[config.mk]
export PLATFORM = sky130hd
export DESIGN_NAME = rgbpi_port
export DESIGN_NICKNAME = d
export VERILOG_FILES = /design/src/pkg/rgbpi_pkg.sv /design/src/verilog/rgbpi_sync.sv /design/src/verilog/rgbpi_port.sv
export SDC_FILE = /design/constraint.sdc
export NUM_CORES = 1
export LEC_CHECK = 0
export BUFFER_PORTS_ARGS = -buffer_cell sky130_fd_sc_hd__buf_2
export CAP_MARGIN = 10
export CORE_MARGIN = 4
export CORE_UTILIZATION = 42
export DETAILED_ROUTE_END_ITERATION = 8
export MAX_ROUTING_LAYER = met4
export PLACE_DENSITY = 0.7
export SETUP_SLACK_MARGIN = 0.5
export SYNTH_ARGS = -nofsm -noshare
export SYNTH_HDL_FRONTEND = slang
export SYNTH_HIERARCHICAL = 1
export SYNTH_SLANG_ARGS = --single-unit
[constraint.sdc]
create_clock -name aclk -period 5.3 [get_ports aclk]
set_clock_uncertainty 0.05 [all_clocks]
set_input_delay 0.53 -clock aclk [delete_from_list [all_inputs] [get_ports aclk]]
set_output_delay 0.53 -clock aclk [all_outputs]
set_load 0.01 [all_outputs]
[src/pkg/rgbpi_pkg.sv]
// Constants and types for the parallel RGB pixel input port
package rgbpi_pkg;

    // ----------------------------------------------------------------
    // Register map (byte addresses)
    // ----------------------------------------------------------------
    localparam logic [7:0] ADDR_CTRL   = 8'h00;
    localparam logic [7:0] ADDR_PORCH  = 8'h04;
    localparam logic [7:0] ADDR_WIN_X  = 8'h08;
    localparam logic [7:0] ADDR_WIN_Y  = 8'h0c;
    localparam logic [7:0] ADDR_TIMING = 8'h10;
    localparam logic [7:0] ADDR_COUNT  = 8'h14;

    // ----------------------------------------------------------------
    // Field positions
    // ----------------------------------------------------------------
    localparam int CTRL_STYLE_BIT  = 0;
    localparam int CTRL_FMT_LSB    = 4;
    localparam int CTRL_LAYOUT_BIT = 8;
    localparam int CTRL_EN_BIT     = 9;
    localparam int PORCH_VBP_LSB   = 0;
    localparam int PORCH_VFP_LSB   = 8;
    localparam int PORCH_HBP_LSB   = 16;
    localparam int PORCH_HFP_LSB   = 24;
    localparam int WIN_LO_LSB      = 0;
    localparam int WIN_HI_LSB      = 16;
    localparam int PORCH_W         = 6;
    localparam int POS_W           = 12;

    // ----------------------------------------------------------------
    // Reset values
    // ----------------------------------------------------------------
    localparam logic [31:0] RST_CTRL  = 32'h0000_0270;
    localparam logic [31:0] RST_PORCH = 32'h0000_0000;
    localparam logic [31:0] RST_WIN   = 32'h0fff_0000;

    // ----------------------------------------------------------------
    // Codes
    // ----------------------------------------------------------------
    localparam logic [3:0] FMT_24 = 4'h7;
    localparam logic [3:0] FMT_18 = 4'h6;
    localparam logic [3:0] FMT_16 = 4'h5;
    localparam logic [1:0] RESP_OKAY   = 2'h0;
    localparam logic [1:0] RESP_SLVERR = 2'h2;

    typedef struct packed {
        logic [7:0] r;
        logic [7:0] g;
        logic [7:0] b;
    } rgbpi_rgb_t;

    typedef struct packed {
        logic [11:0] x;
        logic [11:0] y;
        rgbpi_rgb_t  rgb;
    } rgbpi_lbw_t;

endpackage

[src/verilog/rgbpi_sync.sv]
// Two-flop synchroniser, one chain per bit
`timescale 1ns/1ps
`default_nettype none
module rgbpi_sync #(
    parameter int W = 1
) (
    // Clock
    input  wire logic         aclk,
    // Data
    input  wire logic [W-1:0] d,
    output logic      [W-1:0] q
);
    logic [W-1:0] meta;

    genvar i;
    generate
        for (i = 0; i < W; i++) begin : g_bit
            always_ff @(posedge aclk) begin
                meta[i] <= d[i];
                q[i]    <= meta[i];
            end
        end
    endgenerate
endmodule
`default_nettype wire

[src/verilog/rgbpi_port.sv]
// Parallel RGB pixel input port with AXI4-Lite control registers
//
// Design decisions made here: the AXI4-Lite slave port and the register offsets.
`timescale 1ns/1ps
`default_nettype none
module rgbpi_port (
    // Clock and reset
    input  wire logic                  aclk,
    input  wire logic                  aresetn,
    // AXI4-Lite write
    input  wire logic [7:0]            awaddr,
    input  wire logic                  awvalid,
    output logic                       awready,
    input  wire logic [31:0]           wdata,
    input  wire logic [3:0]            wstrb,
    input  wire logic                  wvalid,
    output logic                       wready,
    output logic [1:0]                 bresp,
    output logic                       bvalid,
    input  wire logic                  bready,
    // AXI4-Lite read
    input  wire logic [7:0]            araddr,
    input  wire logic                  arvalid,
    output logic                       arready,
    output logic [31:0]                rdata,
    output logic [1:0]                 rresp,
    output logic                       rvalid,
    input  wire logic                  rready,
    // Video pins
    input  wire logic                  dot_rate_clock,
    input  wire logic                  frame_sync,
    input  wire logic                  line_sync,
    input  wire logic                  pixel_valid,
    input  wire logic [23:0]           pixel_bus,
    // Line buffer write
    output logic                       lb_we,
    output rgbpi_pkg::rgbpi_lbw_t      lb
);
    import rgbpi_pkg::*;

    // ----------------------------------------------------------------
    // Pin synchronisers and edge detection
    // ----------------------------------------------------------------
    logic [27:0] pins_s;
    logic        dclk_d;
    logic        fs_d;
    logic        ls_d;

    rgbpi_sync #(.W(28)) u_sync (
        .aclk (aclk),
        .d    ({dot_rate_clock, frame_sync, line_sync, pixel_valid, pixel_bus}),
        .q    (pins_s)
    );

    wire logic        dclk_s = pins_s[27];
    wire logic        fs_s   = pins_s[26];
    wire logic        ls_s   = pins_s[25];
    wire logic        val_s  = pins_s[24];
    wire logic [23:0] bus_s  = pins_s[23:0];
    wire logic        rise   = dclk_s & ~dclk_d;
    wire logic        fs_edge = rise & fs_s & ~fs_d;
    wire logic        ls_edge = rise & ls_s & ~ls_d;

    always_ff @(posedge aclk) begin
        if (!aresetn) begin
            dclk_d <= 1'b0;
            fs_d   <= 1'b0;
            ls_d   <= 1'b0;
        end else begin
            dclk_d <= dclk_s;
            if (rise) begin
                fs_d <= fs_s;
                ls_d <= ls_s;
            end
        end
    end

    // ----------------------------------------------------------------
    // Registers
    // ----------------------------------------------------------------
    logic [31:0] ctrl;
    logic [31:0] porch;
    logic [31:0] win_x;
    logic [31:0] win_y;
    logic [31:0] pix_count;
    logic [11:0] hlen;
    logic [11:0] vlen;

    wire logic       style  = ctrl[CTRL_STYLE_BIT];
    wire logic [3:0] fmt    = ctrl[CTRL_FMT_LSB +: 4];
    wire logic       layout = ctrl[CTRL_LAYOUT_BIT];
    wire logic       enable = ctrl[CTRL_EN_BIT];
    wire logic [11:0] vbp = {6'h00, porch[PORCH_VBP_LSB +: PORCH_W]};
    wire logic [11:0] vfp = {6'h00, porch[PORCH_VFP_LSB +: PORCH_W]};
    wire logic [11:0] hbp = {6'h00, porch[PORCH_HBP_LSB +: PORCH_W]};
    wire logic [11:0] hfp = {6'h00, porch[PORCH_HFP_LSB +: PORCH_W]};

    function automatic logic [31:0] merge(input logic [31:0] old, input logic [31:0] nw,
                                          input logic [3:0] strb);
        logic [31:0] res;
        res = old;
        for (int i = 0; i < 4; i++) begin
            if (strb[i]) begin
                res[i*8 +: 8] = nw[i*8 +: 8];
            end
        end
        return res;
    endfunction

    // ----------------------------------------------------------------
    // AXI4-Lite slave
    // ----------------------------------------------------------------
    wire logic wr_go = awvalid & wvalid & ~bvalid;
    wire logic rd_go = arvalid & ~rvalid;

    assign awready = wr_go;
    assign wready  = wr_go;
    assign arready = ~rvalid;

    always_ff @(posedge aclk) begin
        if (!aresetn) begin
            ctrl  <= RST_CTRL;
            porch <= RST_PORCH;
            win_x <= RST_WIN;
            win_y <= RST_WIN;
        end else if (wr_go) begin
            case (awaddr)
                ADDR_CTRL:  ctrl  <= merge(ctrl, wdata, wstrb);
                ADDR_PORCH: porch <= merge(porch, wdata, wstrb);
                ADDR_WIN_X: win_x <= merge(win_x, wdata, wstrb);
                ADDR_WIN_Y: win_y <= merge(win_y, wdata, wstrb);
                default:    ctrl  <= ctrl;
            endcase
        end
    end

    always_ff @(posedge aclk) begin
        if (!aresetn) begin
            bvalid <= 1'b0;
            bresp  <= RESP_OKAY;
        end else if (wr_go) begin
            bvalid <= 1'b1;
            bresp  <= (awaddr == ADDR_CTRL || awaddr == ADDR_PORCH ||
                       awaddr == ADDR_WIN_X || awaddr == ADDR_WIN_Y) ? RESP_OKAY : RESP_SLVERR;
        end else if (bready) begin
            bvalid <= 1'b0;
        end
    end

    always_ff @(posedge aclk) begin
        if (!aresetn) begin
            rvalid <= 1'b0;
            rdata  <= 32'h0000_0000;
            rresp  <= RESP_OKAY;
        end else if (rd_go) begin
            rvalid <= 1'b1;
            rresp  <= RESP_OKAY;
            case (araddr)
                ADDR_CTRL:   rdata <= ctrl;
                ADDR_PORCH:  rdata <= porch;
                ADDR_WIN_X:  rdata <= win_x;
                ADDR_WIN_Y:  rdata <= win_y;
                ADDR_TIMING: rdata <= {4'h0, hlen, 4'h0, vlen};
                ADDR_COUNT:  rdata <= pix_count;
                default: begin
                    rdata <= 32'h0000_0000;
                    rresp <= RESP_SLVERR;
                end
            endcase
        end else if (rready) begin
            rvalid <= 1'b0;
        end
    end

    // ----------------------------------------------------------------
    // Raster counters
    // ----------------------------------------------------------------
    logic [11:0] hcnt;
    logic [11:0] vcnt;
    logic [11:0] xval;

    wire logic [11:0] hpos = ls_edge ? 12'h000 : hcnt + 12'h001;
    wire logic [11:0] xpos = ls_edge ? 12'h000 : xval;

    always_ff @(posedge aclk) begin
        if (!aresetn) begin
            hcnt <= 12'h000;
            hlen <= 12'h000;
            xval <= 12'h000;
        end else if (rise) begin
            hcnt <= hpos;
            if (ls_edge) begin
                hlen <= hcnt + 12'h001;
            end
            xval <= (val_s && !style) ? xpos + 12'h001 : xpos;
        end
    end

    always_ff @(posedge aclk) begin
        if (!aresetn) begin
            vcnt <= 12'h000;
            vlen <= 12'h000;
        end else if (fs_edge) begin
            vcnt <= 12'h000;
            vlen <= vcnt;
        end else if (ls_edge) begin
            vcnt <= vcnt + 12'h001;
        end
    end

    // ----------------------------------------------------------------
    // Active area, window and capture
    // ----------------------------------------------------------------
    wire logic h_act = (hpos >= hbp) && (hpos + hfp < hlen);
    wire logic v_act = (vcnt >= vbp) && (vcnt + vfp < vlen);
    wire logic [11:0] cx = style ? hpos - hbp : xpos;
    wire logic [11:0] cy = style ? vcnt - vbp : vcnt;
    wire logic in_win = (cx >= win_x[WIN_LO_LSB +: POS_W]) && (cx <= win_x[WIN_HI_LSB +: POS_W]) &&
                        (cy >= win_y[WIN_LO_LSB +: POS_W]) && (cy <= win_y[WIN_HI_LSB +: POS_W]);
    wire logic fmt_ok = (fmt == FMT_24) || (fmt == FMT_18) || (fmt == FMT_16);
    // Style 0 gates by strobe, style 1 by porch counters
    wire logic take = style ? (h_act && v_act) : val_s;
    wire logic cap  = rise && enable && fmt_ok && in_win && take;

    function automatic rgbpi_rgb_t decode(input logic [3:0] f, input logic lay,
                                          input logic [23:0] d);
        rgbpi_rgb_t c;
        c = '0;
        case (f)
            FMT_24: c = '{r: d[23:16], g: d[15:8], b: d[7:0]};
            FMT_18: begin
                if (lay) begin
                    c = '{r: {d[17:12], 2'h0}, g: {d[11:6], 2'h0}, b: {d[5:0], 2'h0}};
                end else begin
                    c = '{r: {d[21:16], 2'h0}, g: {d[13:8], 2'h0}, b: {d[5:0], 2'h0}};
                end
            end
            FMT_16:  c = '{r: {d[20:16], 3'h0}, g: {d[13:8], 2'h0}, b: {d[4:0], 3'h0}};
            default: c = '0;
        endcase
        return c;
    endfunction

    always_ff @(posedge aclk) begin
        if (!aresetn) begin
            lb_we     <= 1'b0;
            lb        <= '0;
            pix_count <= 32'h0000_0000;
        end else begin
            lb_we <= cap;
            if (cap) begin
                lb        <= '{x: cx, y: cy, rgb: decode(fmt, layout, bus_s)};
                pix_count <= pix_count + 32'h0000_0001;
            end
        end
    end

    // ----------------------------------------------------------------
    // Assertions
    // ----------------------------------------------------------------
    property p_strobe_gate;
        @(posedge aclk) disable iff (!aresetn)
        (rise && !style && !val_s) |=> !lb_we;
    endproperty
    a_strobe_gate: assert property (p_strobe_gate) else $error("write without strobe");

    property p_strobe_needs_valid;
        @(posedge aclk) disable iff (!aresetn)
        (lb_we && !$past(style)) |-> $past(val_s);
    endproperty
    a_strobe_needs_valid: assert property (p_strobe_needs_valid) else $error("strobe low");

    property p_sync_ignores_valid;
        @(posedge aclk) disable iff (!aresetn)
        (rise && style && enable && fmt_ok && in_win && h_act && v_act && !val_s) |=> lb_we;
    endproperty
    a_sync_ignores_valid: assert property (p_sync_ignores_valid) else $error("sync write lost");

    property p_hporch;
        @(posedge aclk) disable iff (!aresetn)
        (lb_we && $past(style)) |-> ($past(hpos) >= $past(hbp)) &&
                                    ($past(hpos) + $past(hfp) < $past(hlen));
    endproperty
    a_hporch: assert property (p_hporch) else $error("pixel outside horizontal porch");

    property p_vporch;
        @(posedge aclk) disable iff (!aresetn)
        (lb_we && $past(style)) |-> ($past(vcnt) >= $past(vbp)) &&
                                    ($past(vcnt) + $past(vfp) < $past(vlen));
    endproperty
    a_vporch: assert property (p_vporch) else $error("pixel outside vertical porch");

    property p_fmt24;
        @(posedge aclk) disable iff (!aresetn)
        (lb_we && $past(fmt) == FMT_24) |-> lb.rgb == $past(bus_s);
    endproperty
    a_fmt24: assert property (p_fmt24) else $error("24-bit mapping wrong");

    property p_fmt18;
        @(posedge aclk) disable iff (!aresetn)
        (lb_we && $past(fmt) == FMT_18) |->
            ($past(layout) ? lb.rgb.r[7:2] == $past(bus_s[17:12])
                           : lb.rgb.r[7:2] == $past(bus_s[21:16])) &&
            lb.rgb.b[7:2] == $past(bus_s[5:0]);
    endproperty
    a_fmt18: assert property (p_fmt18) else $error("18-bit mapping wrong");

    property p_fmt16;
        @(posedge aclk) disable iff (!aresetn)
        (lb_we && $past(fmt) == FMT_16) |->
            lb.rgb.r[7:3] == $past(bus_s[20:16]) && lb.rgb.g[7:2] == $past(bus_s[13:8]) &&
            lb.rgb.b[7:3] == $past(bus_s[4:0]);
    endproperty
    a_fmt16: assert property (p_fmt16) else $error("16-bit mapping wrong");

    property p_window;
        @(posedge aclk) disable iff (!aresetn)
        lb_we |-> (lb.x >= $past(win_x[WIN_LO_LSB +: POS_W])) &&
                  (lb.x <= $past(win_x[WIN_HI_LSB +: POS_W])) &&
                  (lb.y >= $past(win_y[WIN_LO_LSB +: POS_W])) &&
                  (lb.y <= $past(win_y[WIN_HI_LSB +: POS_W]));
    endproperty
    a_window: assert property (p_window) else $error("write outside window");

    property p_style;
        @(posedge aclk) disable iff (!aresetn)
        (rise && style && !(h_act && v_act)) |=> !lb_we;
    endproperty
    a_style: assert property (p_style) else $error("sync-only wrote blanking pixel");

    property p_line_count;
        @(posedge aclk) disable iff (!aresetn)
        (ls_edge && !fs_edge) |=> vcnt == $past(vcnt) + 12'h001 && hcnt == 12'h000;
    endproperty
    a_line_count: assert property (p_line_count) else $error("raster count wrong");
endmodule
`default_nettype wire

# Word-level counts from Yosys, hierarchy flattened
# Cells that the tools add are included.
# totals
out_inout_bits	90
regBits	366
# classes
n_addsub	8
muxes	15
n_eq_ne	11
n_reduce_logical	40
bitwise	14
n_lt_le_gt_ge	8
# ops
cell	count
$pmux 32 s6	1
$pmux 24 s3	1
$mux 12	5
$reduce_and 3->1	16
$add 12x1->12 const B	3
$add 32x1->32 const B	1
$eq 8x4->1 const B	4
$add 12x6->12	2
$ge 12x12->1	2
$ge 12x6->1	2
$le 12x12->1	2
$lt 12x12->1	2
$mux 24	1
$sub 12x6->12	2
$eq 8x3->1 const B	2
$eq 8x5->1 const B	2
$logic_not 8->1	2
$eq 4x3->1 const B	3
$logic_and 1x1->1	11
$and 1x1->1	8
$not 1->1	6
$reduce_or 6->1	1
$logic_or 1x1->1	5
$mux 1	5
other kinds (5)	7

# Longest topological paths before layout
# logic_depth
depth_word	13
mapped_depth	28
ltp_nobuf	24

# Cells and area by module
# Netlist, hierarchy kept.
# by_module_without_submodules
module	area_each_um2	cells_per_inst	n_inst
rgbpi_port	16534.6	1981	1
rgbpi_sync	1121.1	56	1

# Worst setup path after synthesis
# OpenSTA, ideal clock, no wires.
# synth_path
kind	register -> register
from	reg u_sync.q[27]
to	reg pix_count[14]
period_less_slack_ns	5.386
t_arrival_ns	5.266
path_stages_with_launch	22
required_ns	5.180
setup_ns	0.070
n_path_buf	5
path_slack_ns	-0.086
path_cell_list	dfxtp_1 -> nor2b_1 -> clkbuf_1 -> and2_1 -> clkbuf_1 -> clkbuf_1 -> buf_1 -> nor2_1 -> ha_1 -> nor2b_1 -> o31ai_1 -> a21oi_1 -> or3b_2 -> a221o_1 -> ha_1 -> o2111ai_1 -> o21ai_0 -> nor2b_1 -> nand4_1 -> buf_2 -> or4_1 -> a21oi_1
# synth_via
elab_chain_len	12
word_cells_on_any_way	22
# synth_rtl
element	line_no	rtl
start, declared	rgbpi_sync.sv:11	output logic [W-1:0] q
start signal, assigned by index	rgbpi_sync.sv:20	q[i] <= meta[i];
$and 1x1->1 (*)	rgbpi_port.sv:60	wire logic rise = dclk_s & ~dclk_d;
$and 1x1->1 (*) (2 in a row)	rgbpi_port.sv:62	wire logic ls_edge = rise & ls_s & ~ls_d;
$mux 12 (*)	rgbpi_port.sv:182	wire logic [11:0] hpos = ls_edge ? 12'h000 : hcnt + 12'h001;
via hpos[2]	rgbpi_port.sv:182	
$sub 12x6->12 (*)	rgbpi_port.sv:216	wire logic [11:0] cx = style ? hpos - hbp : xpos;
$mux 12 (*)	rgbpi_port.sv:216	
via cx[10]	rgbpi_port.sv:216	
$ge 12x12->1 / $le 12x12->1 (equally long branches)	rgbpi_port.sv:218	wire logic in_win = (cx >= win_x[WIN_LO_LSB +: POS_W]) && (cx <= win_x[WIN_HI_LSB +: POS_W]) &&
$logic_and 1x1->1 (*) (2 in a row)	rgbpi_port.sv:218	
$logic_and 1x1->1 (*)	rgbpi_port.sv:219	(cy >= win_y[WIN_LO_LSB +: POS_W]) && (cy <= win_y[WIN_HI_LSB +: POS_W]);
$logic_and 1x1->1 (*) (2 in a row)	rgbpi_port.sv:223	wire logic cap = rise && enable && fmt_ok && in_win && take;
end signal, assigned	rgbpi_port.sv:253	pix_count <= pix_count + 32'h0000_0001;
end, declared	rgbpi_port.sv:85	logic [31:0] pix_count;
# The timed path passes the listed nets; every way through them passes the cells marked *.
# A chain may end at the register's enable or synchronous reset.

# Worst setup path in the final report
# layout_path
from	reg hcnt[1]
to	reg pix_count[7]
# layout_via
elab_chain_len	10
word_cells_on_any_way	17
# layout_rtl
element	line_no	rtl
start, declared	rgbpi_port.sv:178	logic [11:0] hcnt;
start signal, assigned	rgbpi_port.sv:191	hcnt <= hpos;
$add 12x1->12 (*)	rgbpi_port.sv:182	
$mux 12 (*)	rgbpi_port.sv:182	
via hpos[2]	rgbpi_port.sv:182	
$sub 12x6->12	rgbpi_port.sv:216	
$mux 12	rgbpi_port.sv:216	
$ge 12x12->1 / $le 12x12->1 (equally long branches)	rgbpi_port.sv:218	
$logic_and 1x1->1 (2 in a row)	rgbpi_port.sv:218	
$logic_and 1x1->1	rgbpi_port.sv:219	
$logic_and 1x1->1	rgbpi_port.sv:223	
$logic_and 1x1->1 (*)	rgbpi_port.sv:223	
# Marks and branches as above.

==> metrics <==
outcome finished, final reports clean; CP required 5.72 ns; number of H-tree levels 2; Max Root-Sink Buffers 3; YS warnings 6; MaxCap Viol Count 0; FF+latch count, synth 364; Hold Path Class input pin to flop; Root Buffer clkbuf_16; ys async rst share 0%; clock share of power 45.7%; Gate power share 8.2%; initial antenna violation count 1; Syn Inst Count 2037; Die X 213 um; DRT iter0 DRCs 1681; Die Y 213 um; number of vias per cell 5.87; cell-internal power 0.00463 W; row count 74; CTS tree yes; fin nets 2448; CP Max Fanout 8; Power, Total 0.00620 W; CP Launch Type flop; Core Area 41200 um2; Post-synth EDFFs 0; post-route ant nets 0; fill count 3713; Fin Setup TNS 0 ns; via count 16.5k; synth-to-layout area growth 24.4%; Initial Utilization 42.9%; Design Area, Final 22000 um2; power per cell area 282 nW/um2; routed len/inst 21.0 um; GPL Wtd Cong 0.957; Max Slew Vio Count 0; CTS clk-pin slew, worst paths 0.07 ns; Finished Core Util 53.3%; grt ovf 0; TritonCTS Buffers 39; WS Path Type flop to flop; min cycle time layout 4.81 ns; I/O pins 177; Leakage Power 8.88 nW; Switching Share 25.2%; Crit. End Element flop; Flop pwr share 46.0%; WHS 0.0183 ns; synthesized cell area 17700 um2; first-pass GRT wire length 88.1 mm; Slew @ Worst Pin 1.19 ns; syn avg cell area 8.67 um2; RSZ-0062 raised after global routing true; Initial DRT Pass Iterations 7; Fin. Hold Viols 0; period utilization 90.8%; Final Setup Violations 0; area post-placement 19200 um2; Worst Path Arrival 5.23 ns; Seq/Total Area, Yosys 41.3%; WL final 59.1 mm; vias in the first global route 15.4k; relative slew slack 20.6%; synth unique cells 68; share of cells above drive strength 1 20.7%; pin count of the biggest net entering global routing 146; sw power 0.00156 W; Tot GR Track Use 25.3%; die area 45400 um2; IO buf count 174; TritonCTS Sinks 364; FMAX 208 MHz; DPL Wire Length 41.3 mm; Max rail drop VDD 0.200 mV; Clock Latency Late Sink 0.59 ns; DRC Markers 0; ys flop type dfxtp_1
routing by layer:
layer / up-vias / global-route usage [%] / routed length (um)
li1: 7716 / - / -
met1: 7984 / 34.0 / 25500
met2: 733 / 39.5 / 27300
met3: 114 / 4.08 / 4540
met4: 0 / 7.77 / 1830
met5: - / - / 0
per-stage QoR:
| stage | worst slack [ns] | cells |
|---|---|---|
| final | 0.485 | 2821 |
| after CTS | 0.498 | 2788 |
| after detailed placement | 0.187 | 2670 |
| after global routing | 0.266 | 2821 |
| after global placement | 0.331 | 2670 |
| after floorplan | 0.501 | 2038 |
path summary, 6_finish.rpt:
kind	start	endpoint	cells after the start	slack, ns
max	hcnt[1]	pix_count[7]	23	0.49
min	line_sync	u_sync/meta[25]	1	0.02
max reg2reg	hcnt[1]	pix_count[7]	23	0.49
min reg2reg	u_sync/meta[26]	u_sync/q[26]	0	0.28
state kept, by name, indices dropped and copies added, names as in the netlist, 12 cells and up:
name	cells
ctrl	32
pix_count	32
hlen	12
porch	32
win_y	32
vlen	12
xval	12
rdata	32
win_x	32
u_sync/q	28
vcnt	12
u_sync/meta	28
hcnt	12
lb	48
power by group through the flow:
stage               Sequential, W  Clock, W  Combinational (W)
floorplan                 0.00291         0           0.000221
global placement          0.00291         0           0.000404
detailed placement        0.00291         0           0.000409
CTS                       0.00285   0.00288           0.000455
global route              0.00286   0.00299           0.000546
finish                    0.00285   0.00284           0.000510
worst max-delay path, cell delays in order, from the launching register on:
cell       delay, ns
dfxtp_2         0.35
ha_4            0.19
xnor2_2         0.17
nor2_4          0.20
ha_4            0.24
a21oi_2         0.16
nor2b_1         0.08
o41a_1          0.40
nor2b_4         0.14
xor2_1          0.17
nor2_1          0.13
ha_1            0.27
nand2_2         0.10
nor2_2          0.05
a211oi_2        0.27
o2111ai_2       0.19
o41ai_2         0.36
buf_4           0.17
buf_6           0.12
nand4_4         0.24
buf_8           0.23
buf_4           0.14
o31ai_2         0.21
a21oi_2         0.09
cell usage after synthesis, types with 6 or more instances:
cell type,count,area share (%)
nand2_1,193,4.1
a21oi_1,136,3.9
a221oi_1,55,2.7
xnor2_1,34,1.7
or4_1,16,0.68
ha_1,98,6.9
o21ai_0,85,2.4
nor2_1,232,4.9
nor2b_1,21,0.74
a222oi_1,8,0.45
buf_2,10,0.28
a21o_1,37,1.6
buf_1,9,0.19
mux2i_1,119,6.7
xor2_1,23,1.1
o31ai_1,23,0.98
nand2b_1,14,0.50
mux2_2,9,0.57
dfxtp_1,364,41
o211ai_1,27,1.1
and3_1,17,0.60
a211oi_1,24,1.0
and4_1,11,0.55
o21a_1,6,0.26
inv_1,104,2.2
nand3_1,52,1.5
and2_1,9,0.32
clkbuf_1,100,2.1
nor2_2,8,0.28
a22o_1,6,0.30
nand4_1,25,0.89
nor3b_1,8,0.34
or3_1,18,0.64
nor3_1,29,0.82
a22oi_1,41,1.7
cells in the final DEF (no fill, tap or decap), drive strengths merged, types with 4 or more instances in the layout:
cell / netlist / final
and3: 17 / 17
buf: 22 / 269
or3: 18 / 18
a211oi: 24 / 24
nor2: 240 / 240
nand4: 26 / 27
a221oi: 55 / 55
a21o: 37 / 37
nand3b: 5 / 5
o21a: 6 / 6
nor3: 29 / 29
xnor2: 34 / 34
inv: 104 / 109
xor2: 23 / 23
or2: 4 / 4
o31ai: 23 / 23
o2111ai: 4 / 4
and4: 11 / 11
mux2: 9 / 9
nand2: 193 / 193
nand2b: 14 / 14
or4: 16 / 16
a22o: 6 / 6
nand3: 53 / 53
o211ai: 27 / 27
a222oi: 8 / 8
clkbuf: 100 / 56
mux2i: 119 / 119
nor2b: 21 / 21
fa: 4 / 4
o21ai: 85 / 85
dlygate4sd3: 0 / 27
clkinv: 1 / 10
ha: 98 / 98
nor3b: 8 / 8
a2111oi: 4 / 4
dfxtp: 364 / 364
a22oi: 41 / 41
and2: 9 / 9
a21oi: 136 / 136
cells by family after synthesis:
logic type | share of synthesized area (%)
compound gates | 18.4
simple gates | 17.8
xor+xnor | 2.83
fa+ha+maj | 7.40
flops | 41.3
mux | 7.32
other cells | 0.0212
buf+inv | 4.96
timing repair:
item,in CTS,in global routing
setup buffers,19,25
setup endpoints to repair,80,80
gates resized for setup,58,83
hold buffers,27,0
hold endpoints to repair,27,0
gates cloned,2,7
pin swaps,43,55
area by class of cell:
type	instances	area (um2)	share of cell area [%]
repair buffers	301	2140	9.76
diodes	1	2.50	0.0114
multi-input cells	1448	10100	46.1
well taps	532	666	3.03
inverters	105	399	1.82
clock buffers	51	1080	4.92
clock inverters	19	250	1.14
flip-flops and latches	364	7300	33.2
Note: power is estimated with default switching activity, not from simulation.
